<file path="src/verilog/bcr_pkg.sv">
// Overview of operation
// - Direction low on writes, high otherwise.
// - Grant mode: direction pin becomes input.
// - Grant plus DRAM: strobes follow direction input.
// - DRAM disabled: direction input ignored in grant.
// - Ready ends cycle; next may follow.
// - Read data captured at edge after ready.
// - Internal ready after per-region programmed delay.
// - External ready overrides, ends cycle early.
// - Release bus after current operation completes.
`default_nettype none

package bcr_pkg;

   // ------------------------------------------------------------------
   // Widths and sizes.
   // ------------------------------------------------------------------
   localparam int DATA_W = 32;
   localparam int REGION_W = 2;
   localparam int NUM_REGIONS = 4;
   localparam int WAIT_W = 4;
   localparam int SYNC_W = DATA_W + 3;

   // ------------------------------------------------------------------
   // Positions inside the synchroniser vector.
   // ------------------------------------------------------------------
   localparam int SYNC_RDY_POS = DATA_W;
   localparam int SYNC_REQ_POS = DATA_W + 1;
   localparam int SYNC_DIR_POS = DATA_W + 2;

   // ------------------------------------------------------------------
   // Reset values and controller states.
   // ------------------------------------------------------------------
   localparam logic DIR_IDLE_VAL = 1'b1;
   localparam logic [WAIT_W-1:0] WAIT_RST = 4'h0;

   typedef enum logic [1:0]
   {
      BCR_IDLE = 2'b00,
      BCR_ACCESS = 2'b01,
      BCR_GRANT = 2'b10
   } bcr_state_type;

endpackage

`default_nettype wire

</file>
<file path="src/verilog/bcr_wg_if.sv">
`timescale 1ns/100ps
`default_nettype none

// Link between the cycle controller and the internal ready generator.
interface bcr_wg_if;
   import bcr_pkg::*;

   logic start;
   logic [REGION_W-1:0] region;
   logic end_cyc;
   logic int_rdy;

   modport ctl (output start, output region, output end_cyc, input int_rdy);
   modport gen (input start, input region, input end_cyc, output int_rdy);
endinterface

`default_nettype wire

</file>
<file path="src/verilog/bcr_wait_gen.sv">
`timescale 1ns/100ps
`default_nettype none

module bcr_wait_gen
(
   input wire logic sys_clk_i,
   input wire logic nrst_i,
   bcr_wg_if.gen wg,
   input wire logic [bcr_pkg::NUM_REGIONS-1:0] wait_en_i,
   input wire logic [bcr_pkg::NUM_REGIONS*bcr_pkg::WAIT_W-1:0] wait_cnt_i
);
   import bcr_pkg::*;

   logic active_reg;
   logic [WAIT_W-1:0] cnt_reg;
   logic [WAIT_W-1:0] load_reg;
   logic [WAIT_W-1:0] elapsed_reg;
   logic [WAIT_W-1:0] sel_cnt;

   // ------------------------------------------------------------------
   // Delay counter.
   // ------------------------------------------------------------------

   // The delay is picked by the region of the cycle being started.
   assign sel_cnt = wait_cnt_i[wg.region*WAIT_W +: WAIT_W];

   // External end cancels count.
   // A new start wins over the end of the previous cycle so back to back cycles keep their delay.
   always_ff @(posedge sys_clk_i or negedge nrst_i)
   begin
      if (!nrst_i)
      begin
         active_reg <= 1'b0;
         cnt_reg <= WAIT_RST;
         load_reg <= WAIT_RST;
      end
      else if (wg.start)
      begin
         active_reg <= wait_en_i[wg.region];
         cnt_reg <= sel_cnt;
         load_reg <= sel_cnt;
      end
      else if (wg.end_cyc)
         active_reg <= 1'b0;
      else if (active_reg && cnt_reg != WAIT_RST)
         cnt_reg <= cnt_reg - 4'h1;
   end

   // Ready is raised once the count has run out; disabled regions rely on the pin alone.
   assign wg.int_rdy = active_reg && (cnt_reg == WAIT_RST);

   // Cycles spent in the current cycle, read only by the checks.
   always_ff @(posedge sys_clk_i or negedge nrst_i)
   begin
      if (!nrst_i)
         elapsed_reg <= WAIT_RST;
      else if (wg.start)
         elapsed_reg <= WAIT_RST;
      else if (active_reg && elapsed_reg != {WAIT_W{1'b1}})
         elapsed_reg <= elapsed_reg + 4'h1;
   end
endmodule

`default_nettype wire

</file>
<file path="src/verilog/bcr_top.sv">
`timescale 1ns/100ps
`default_nettype none

module bcr_top
(
   input wire logic sys_clk_i,
   input wire logic nrst_i,
   input wire logic cyc_start_i,
   input wire logic cyc_write_i,
   input wire logic [bcr_pkg::REGION_W-1:0] cyc_region_i,
   input wire logic cyc_lock_i,
   input wire logic dram_en_i,
   input wire logic [bcr_pkg::NUM_REGIONS-1:0] wait_en_i,
   input wire logic [bcr_pkg::NUM_REGIONS*bcr_pkg::WAIT_W-1:0] wait_cnt_i,
   input wire logic ready_i,
   input wire logic external_master_request_i,
   input wire logic [bcr_pkg::DATA_W-1:0] data_i,
   input wire logic transfer_direction_i,
   output logic transfer_direction_o,
   output logic transfer_direction_oe_o,
   output logic dram_write_strobe_o,
   output logic dram_output_strobe_o,
   output logic grant_o,
   output logic busy_o,
   output logic pend_o,
   output logic done_o,
   output logic rd_valid_o,
   output logic [bcr_pkg::DATA_W-1:0] rd_data_o
);
   import bcr_pkg::*;

   bcr_state_type state_reg;
   bcr_state_type state_next;
   logic [SYNC_W-1:0] meta_reg;
   logic [SYNC_W-1:0] sync_reg;
   logic rdy_sync;
   logic req_sync;
   logic dir_sync;
   logic [DATA_W-1:0] data_sync;
   logic pend_reg;
   logic pend_wr_reg;
   logic [REGION_W-1:0] pend_region_reg;
   logic cyc_wr_reg;
   logic rdy_any;
   logic take;
   logic release_ok;

   bcr_wg_if wg ();

   // ------------------------------------------------------------------
   // Pin synchronisers.
   // ------------------------------------------------------------------

   // Ready sampled each edge.
   // Data share the ready path depth, so the capture stays aligned with the ready that ends the cycle.
   always_ff @(posedge sys_clk_i or negedge nrst_i)
   begin
      if (!nrst_i)
      begin
         meta_reg <= '0;
         sync_reg <= '0;
      end
      else
      begin
         meta_reg <= {transfer_direction_i, external_master_request_i, ready_i, data_i};
         sync_reg <= meta_reg;
      end
   end

   assign rdy_sync = sync_reg[SYNC_RDY_POS];
   assign req_sync = sync_reg[SYNC_REQ_POS];
   assign dir_sync = sync_reg[SYNC_DIR_POS];
   assign data_sync = sync_reg[DATA_W-1:0];

   // ------------------------------------------------------------------
   // Request holding.
   // ------------------------------------------------------------------

   assign rdy_any = (state_reg == BCR_ACCESS) && (rdy_sync || wg.int_rdy);
   assign release_ok = req_sync && !cyc_lock_i;

   // One request waits here, so the core may queue the next cycle while one is on the bus.
   always_ff @(posedge sys_clk_i or negedge nrst_i)
   begin
      if (!nrst_i)
      begin
         pend_reg <= 1'b0;
         pend_wr_reg <= 1'b0;
         pend_region_reg <= '0;
      end
      else if (cyc_start_i && !pend_reg)
      begin
         pend_reg <= 1'b1;
         pend_wr_reg <= cyc_write_i;
         pend_region_reg <= cyc_region_i;
      end
      else if (take)
         pend_reg <= 1'b0;
   end

   // ------------------------------------------------------------------
   // Cycle controller.
   // ------------------------------------------------------------------

   // Ready ends cycle, next follows.
   // A request from another master is honoured only between operations, never mid cycle.
   always_comb
   begin
      state_next = state_reg;
      take = 1'b0;
      case (state_reg)
         BCR_IDLE:
         begin
            if (release_ok)
               state_next = BCR_GRANT;
            else if (pend_reg)
            begin
               state_next = BCR_ACCESS;
               take = 1'b1;
            end
         end
         BCR_ACCESS:
         begin
            if (rdy_any)
            begin
               if (release_ok)
                  state_next = BCR_GRANT;
               else if (pend_reg)
                  take = 1'b1;
               else
                  state_next = BCR_IDLE;
            end
         end
         BCR_GRANT:
         begin
            if (!req_sync)
               state_next = BCR_IDLE;
         end
         default:
            state_next = BCR_IDLE;
      endcase
   end

   always_ff @(posedge sys_clk_i or negedge nrst_i)
   begin
      if (!nrst_i)
      begin
         state_reg <= BCR_IDLE;
         cyc_wr_reg <= 1'b0;
      end
      else
      begin
         state_reg <= state_next;
         if (take)
            cyc_wr_reg <= pend_wr_reg;
      end
   end

   // Control to the internal ready generator.
   assign wg.start = take;
   assign wg.region = pend_region_reg;
   assign wg.end_cyc = rdy_any;

   bcr_wait_gen u_wait_gen
   (
      .sys_clk_i (sys_clk_i),
      .nrst_i (nrst_i),
      .wg (wg.gen),
      .wait_en_i (wait_en_i),
      .wait_cnt_i (wait_cnt_i)
   );

   // ------------------------------------------------------------------
   // Direction pin and DRAM strobes.
   // ------------------------------------------------------------------

   always_ff @(posedge sys_clk_i or negedge nrst_i)
   begin
      if (!nrst_i)
      begin
         transfer_direction_o <= DIR_IDLE_VAL;
         transfer_direction_oe_o <= 1'b1;
      end
      else
      begin
         transfer_direction_oe_o <= (state_next != BCR_GRANT);
         if (state_next == BCR_ACCESS && (take ? pend_wr_reg : cyc_wr_reg))
            transfer_direction_o <= 1'b0;
         else
            transfer_direction_o <= DIR_IDLE_VAL;
      end
   end

   always_ff @(posedge sys_clk_i or negedge nrst_i)
   begin
      if (!nrst_i)
      begin
         dram_write_strobe_o <= 1'b0;
         dram_output_strobe_o <= 1'b0;
      end
      else
      begin
         dram_write_strobe_o <= (state_next == BCR_GRANT) && dram_en_i && !dir_sync;
         dram_output_strobe_o <= (state_next == BCR_GRANT) && dram_en_i && dir_sync;
      end
   end

   // ------------------------------------------------------------------
   // Status and read data.
   // ------------------------------------------------------------------

   always_ff @(posedge sys_clk_i or negedge nrst_i)
   begin
      if (!nrst_i)
      begin
         done_o <= 1'b0;
         rd_valid_o <= 1'b0;
         rd_data_o <= '0;
         grant_o <= 1'b0;
         busy_o <= 1'b0;
         pend_o <= 1'b0;
      end
      else
      begin
         done_o <= rdy_any;
         rd_valid_o <= rdy_any && !cyc_wr_reg;
         if (rdy_any && !cyc_wr_reg)
            rd_data_o <= data_sync;
         grant_o <= (state_next == BCR_GRANT);
         busy_o <= (state_next == BCR_ACCESS);
         pend_o <= (cyc_start_i && !pend_reg) || (pend_reg && !take);
      end
   end
endmodule

`default_nettype wire

</file>
<file path="config.mk">
export PLATFORM = sky130hd
export DESIGN_NAME = bcr_top
export DESIGN_NICKNAME = d
export VERILOG_FILES = /design/src/verilog/bcr_pkg.sv /design/src/verilog/bcr_wg_if.sv /design/src/verilog/bcr_wait_gen.sv /design/src/verilog/bcr_top.sv
export SDC_FILE = /design/constraint.sdc
export NUM_CORES = 1
export LEC_CHECK = 0
export CAP_MARGIN = 10
export CELL_PAD_IN_SITES_DETAIL_PLACEMENT = 0
export CELL_PAD_IN_SITES_GLOBAL_PLACEMENT = 1
export CORE_MARGIN = 5
export CORE_UTILIZATION = 55
export DETAILED_ROUTE_END_ITERATION = 8
export DONT_BUFFER_PORTS = 1
export MAX_ROUTING_LAYER = met4
export PLACE_DENSITY_LB_ADDON = 0.15
export SKIP_LAST_GASP = 1
export SYNTH_ARGS = -nofsm -noshare
export SYNTH_HDL_FRONTEND = slang
export SYNTH_SLANG_ARGS = --single-unit
</file>
<file path="constraint.sdc">
create_clock -name sys_clk_i -period 4 [get_ports sys_clk_i]
set_input_delay 0.4 -clock sys_clk_i [delete_from_list [all_inputs] [get_ports sys_clk_i]]
set_output_delay 0.4 -clock sys_clk_i [all_outputs]
set_load 0.02 [all_outputs]
</file>
Word-level counts from Yosys, hierarchy flattened
Cells that the tools add are included.
{"block": "op_classes", "add_sub_neg": 1, "order_cmp": 1, "eq_ne": 6, "shifts": 1, "mux": 22, "n_reduce_logical": 25}
{"op": "$shiftx A16 B5 Y4", "n": 1}
{"op": "$mux W2", "n": 6}
{"op": "$mux W4", "n": 3}
{"op": "$logic_and A1 B1 Y1", "n": 11}
{"op": "$mux W1", "n": 10}
{"op": "$pmux W2 S3", "n": 1}
{"op": "$reduce_bool A2 Y1", "n": 3}
{"op": "$logic_not A1 Y1", "n": 5}
{"op": "$eq A2 B1 Y1 const B", "n": 2}
{"op": "$eq A2 B2 Y1 const B", "n": 2}
{"op": "$logic_not A4 Y1", "n": 1}
{"op": "$reduce_bool A4 Y1", "n": 1}
{"op": "$sub A4 B1 Y4 const B", "n": 1}
{"op": "$lt A2 B3 Y1 const B", "n": 1}
{"op": "$bmux W1 S2", "n": 1}
{"op": "$logic_not A2 Y1", "n": 1}
{"op": "$logic_or A1 B1 Y1", "n": 2}
{"op": "$ne A2 B1 Y1 const B", "n": 1}
{"op": "$ne A2 B2 Y1 const B", "n": 1}
{"op": "$pmux W1 S2", "n": 1}
{"op": "$reduce_and A2 Y1", "n": 1}
{"block": "word_totals", "regBits": 123, "inputBits": 63, "output_inout_bits": 41, "word_cells": 75}

Logic depth before layout (Yosys ltp)
{"block": "logic_depth", "word_depth": 9, "depth_mapped": 8, "mapped_depth_nobuf": 6}

Hierarchy
From an unflattened synthesis, not the netlist that was laid out.
{"block": "unflattened", "cells_unflattened": 227, "area_unflattened_um2": 4012.6}
{"module": "bcr_top", "n_inst": 1, "cells_each": 180, "area_each_um2": 3559.7, "seq_area_each_um2": 2955.3}
{"module": "bcr_wait_gen", "n_inst": 1, "cells_each": 47, "area_each_um2": 452.9, "seq_area_each_um2": 125.1}

Worst setup path before layout
OpenSTA, ideal clock, no wires.
{"block": "synth_timing", "path_kind": "register -> register", "start": "register u_wait_gen.cnt_reg[0]", "end": "register rd_data_o[10] (netlist bit)", "arrival_time_ns": 1.745, "t_required_ns": 3.875, "setup_slack_ns": 2.130, "stages_incl_launch_ff": 9, "path_buffers": 2, "synth_period_minus_slack_ns": 1.870, "path_cell_list": "dfrtp_1 inv_1 ha_1 and4bb_4 o21bai_2 or2_1 buf_6 buf_12 mux2_4"}
{"block": "synth_via", "elab_chain_cells": 5}
{"item": "from (decl)", "line_no": "bcr_wait_gen.sv:15", "text": "logic [WAIT_W-1:0] cnt_reg;"}
{"item": "from (signal assigned)", "line_no": "bcr_wait_gen.sv:40", "text": "cnt_reg <= sel_cnt;"}
{"item": "from (signal assigned)", "line_no": "bcr_wait_gen.sv:46", "text": "cnt_reg <= cnt_reg - 4'h1;"}
{"item": "$logic_not A4 Y1", "line_no": "bcr_wait_gen.sv:50", "text": "assign wg.int_rdy = active_reg && (cnt_reg == WAIT_RST);"}
{"item": "$logic_and A1 B1 Y1", "line_no": "bcr_wait_gen.sv:50"}
{"item": "$logic_or A1 B1 Y1", "line_no": "bcr_top.sv:79", "text": "assign rdy_any = (state_reg == BCR_ACCESS) && (rdy_sync || wg.int_rdy);"}
{"item": "$logic_and A1 B1 Y1", "line_no": "bcr_top.sv:79"}
{"item": "$logic_and A1 B1 Y1", "line_no": "bcr_top.sv:227", "text": "if (rdy_any && !cyc_wr_reg)"}
{"item": "to (signal assigned)", "line_no": "bcr_top.sv:228", "text": "rd_data_o <= data_sync;"}
{"item": "to (decl)", "line_no": "bcr_top.sv:28", "text": "output logic [bcr_pkg::DATA_W-1:0] rd_data_o"}
No other way between the ends.
A chain may end at the register's enable or synchronous reset.

Worst setup path in the final report
{"block": "layout_timing", "start": "register u_wait_gen.cnt_reg[0]", "end": "register rd_data_o[1] (netlist bit)"}
Same word-level chain as after synthesis.

==> impl_metrics.json <==
{
  "seq_area_frac_synth_pct": 74.0,
  "max-cap-violations": 0,
  "grt_pass1_wl_um": 12300,
  "fin_crit_ns": 2.54,
  "reg2reg_slack_ns": 1.46,
  "endpoint": "rd_data_o[1]",
  "crit_path_end_kind": "register",
  "io_pins": 104,
  "clk_latency_ns": 0.50,
  "core_um2": 7290,
  "layout_common_cells": "dfrtp_1 (121), dlygate4sd3_1 (36), mux2_4 (29), clkbuf_16 (16)",
  "finish.net_count": 345,
  "hpwl_um": 4620,
  "fin_setup_tns_ns": 0,
  "n_antenna_cell": 0,
  "layout.core_utilization_pct": 71.8,
  "die_y_um": 97.0,
  "worstSetupPathType": "reg -> reg",
  "hold_class": "in -> reg",
  "post_drt_wl_per_cell_um": 19.5,
  "worstMarginPinSlew_ns": 1.13,
  "startpoint": "u_wait_gen.cnt_reg[0]",
  "wl_met2_um": 4000,
  "cts_sinks": 123,
  "firstDrtPassIters": 3,
  "clock_tree.buffer_depth": 2,
  "r2r_end": "rd_data_o[1]",
  "slew_headroom_pct": 24.4,
  "cts_hold_buf": 37,
  "cp_data_arrival_time_ns": 2.91,
  "async_flop_share_pct": 100,
  "drv_slew": 0,
  "wl_met1_um": 2950,
  "synth-seq-cells": 123,
  "wl_met3_um": 554,
  "finalCritPeriodShare_pct": 63.4,
  "placedCellCount": 323,
  "synth_top_cell_by_area": "dfrtp_1",
  "antenna_left": 0,
  "syn_area_um2": 4160,
  "yosysTopAreaCellShare_pct": 72.8,
  "topRoutingLayerUsed": "met4",
  "num-fill-cells": 480,
  "grt_antenna_before_repair": 0,
  "final_common_cell": "dfrtp_1",
  "avgViaCountPerCell": 5.15,
  "grt.overflow.total": 0,
  "vias": 2014,
  "place_congestion": 0.715,
  "syn_avg_cell_area_um2": 18.2,
  "die-area_um2": 9410,
  "portBuffers": 0,
  "synth_fp_nets": 294,
  "ys_warn_count": 0,
  "drtIter0Drc": 39,
  "clock_skew_ns": 0.00741,
  "initial_core_util_pct": 57.1,
  "final_cells": 391,
  "syn_inst": 229,
  "grt_max_degree": 124,
  "peakVddDrop_mv": 0.505,
  "cts.clk_slew.worst_paths_ns": 0.05,
  "powerDensity_nw_per_um2": 829,
  "wirelength_um": 7610,
  "start_kind": "register",
  "worstPathRequired_ns": 4.38,
  "synth_edf_count": 0,
  "die_x_um": 97.0,
  "cts_resized": 0,
  "cts_setup_buffers": 0,
  "max_freq_mhz": 394,
  "htree_levels": 4,
  "cts_inserted_buffers": 17,
  "synth_area_leaders": "dfrtp_1 (73%), mux2_4 (10%), mux4_2 (2.7%)",
  "clock_tree.root_cell": "clkbuf_8",
  "grt_util_all_layers_pct": 17.8,
  "drive_above_1_share_pct": 27.1,
  "ys_types": 35,
  "reg2regPathDepth": 6,
  "grt_pass1_vias": 2272,
  "leakagePower_uw": 0.00245,
  "synth_flop_cell": "dfrtp_1",
  "setup_violations": 0,
  "cts_tree": "yes",
  "worstReg2RegStart": "u_wait_gen.cnt_reg[0]",
  "finalHoldViolations": 0,
  "rsz0062_at_grt": "no",
  "worstPathMaxFanout": 33,
  "status": "finished, final reports clean",
  "rows": 31,
  "area_delta_synth_final_pct": 25.8,
  "remaining_drc_errors": 0
}
==> area by class of cell <==
type | instances | area (um^2) | area share, %
inverters | 8 | 30.0 | 0.573
well taps | 99 | 124 | 2.37
clock inverters | 11 | 193 | 3.68
repair buffers | 37 | 388 | 7.41
clock buffers | 20 | 445 | 8.51
flip-flops and latches | 123 | 3080 | 58.8
multi-input cells | 93 | 976 | 18.6
==> power by group <==
part	leakage, uW	switching, uW	internal [uW]
Clock	0.000307	510	1100
Sequential	0.00145	478	1530
Combinational	0.000693	271	447
==> synth_stat cells (3+ instances only) <==
cell type / instances
a21oi_1: 4
buf_12: 3
dfrtp_1: 121
inv_1: 8
mux2_2: 8
mux2_4: 29
mux2i_1: 3
mux4_2: 5
nand2_1: 6
nand2b_1: 3
nand3_1: 4
nor2_1: 5
o21ai_0: 3
==> worst max-delay path, cell delays in order, from the launching register on <==
cell,delay (ns)
dfrtp_1,0.39
inv_1,0.10
ha_1,0.22
and4bb_4,0.23
o21bai_2,0.14
or2_2,0.87
mux2_2,0.42
==> worst min-delay path by stage <==
stage / depth (start not counted) / end / from / slack [ns]
6_report: 2 / pend_o / cyc_start_i / 0.04
5_1_grt: 1 / pend_region_reg[0] / cyc_region_i[0] / 0.03
4_1_cts: 2 / pend_o / cyc_start_i / 0.01
3_5_place_dp: 0 / rd_data_o[11] / nrst_i / 0.11
3_3_place_gp: 0 / rd_data_o[11] / nrst_i / 0.11
2_1_floorplan: 0 / busy_o / nrst_i / 0.10
==> through the flow <==
stage	setup slack [ns]	power, uW	hold slack (ns)	area, um^2
after floorplan	2.13	2550	0.104	4160
after global placement	1.59	2640	0.108	4210
after detailed placement	1.46	2690	0.108	4210
after CTS	1.44	4390	0.0130	5240
after global routing	1.36	4530	0.0251	5240
final	1.46	4340	0.0415	5240
==> kinds of logic after synthesis <==
family                   count (synthesis)  share of synthesized area [%]
multiplexers                            45                           16.1
adder cells (fa/ha/maj)                  2                          0.601
AO/OA/AOI/OAI                           17                           2.86
flip-flops                             123                           74.0
buffers and inverters                   13                           2.53
AND/OR/NAND/NOR                         29                           3.94
==> per-layer routing <==
| layer | vias to the layer above | GRT usage, % |
|---|---|---|
| met5 | - | - |
| met4 | 0 | 6.80 |
| met3 | 10 | 7.77 |
| met2 | 73 | 28.8 |
| met1 | 1044 | 19.4 |
| li1 | 887 | - |
No activity file was read; power rests on OpenSTA's default activity.
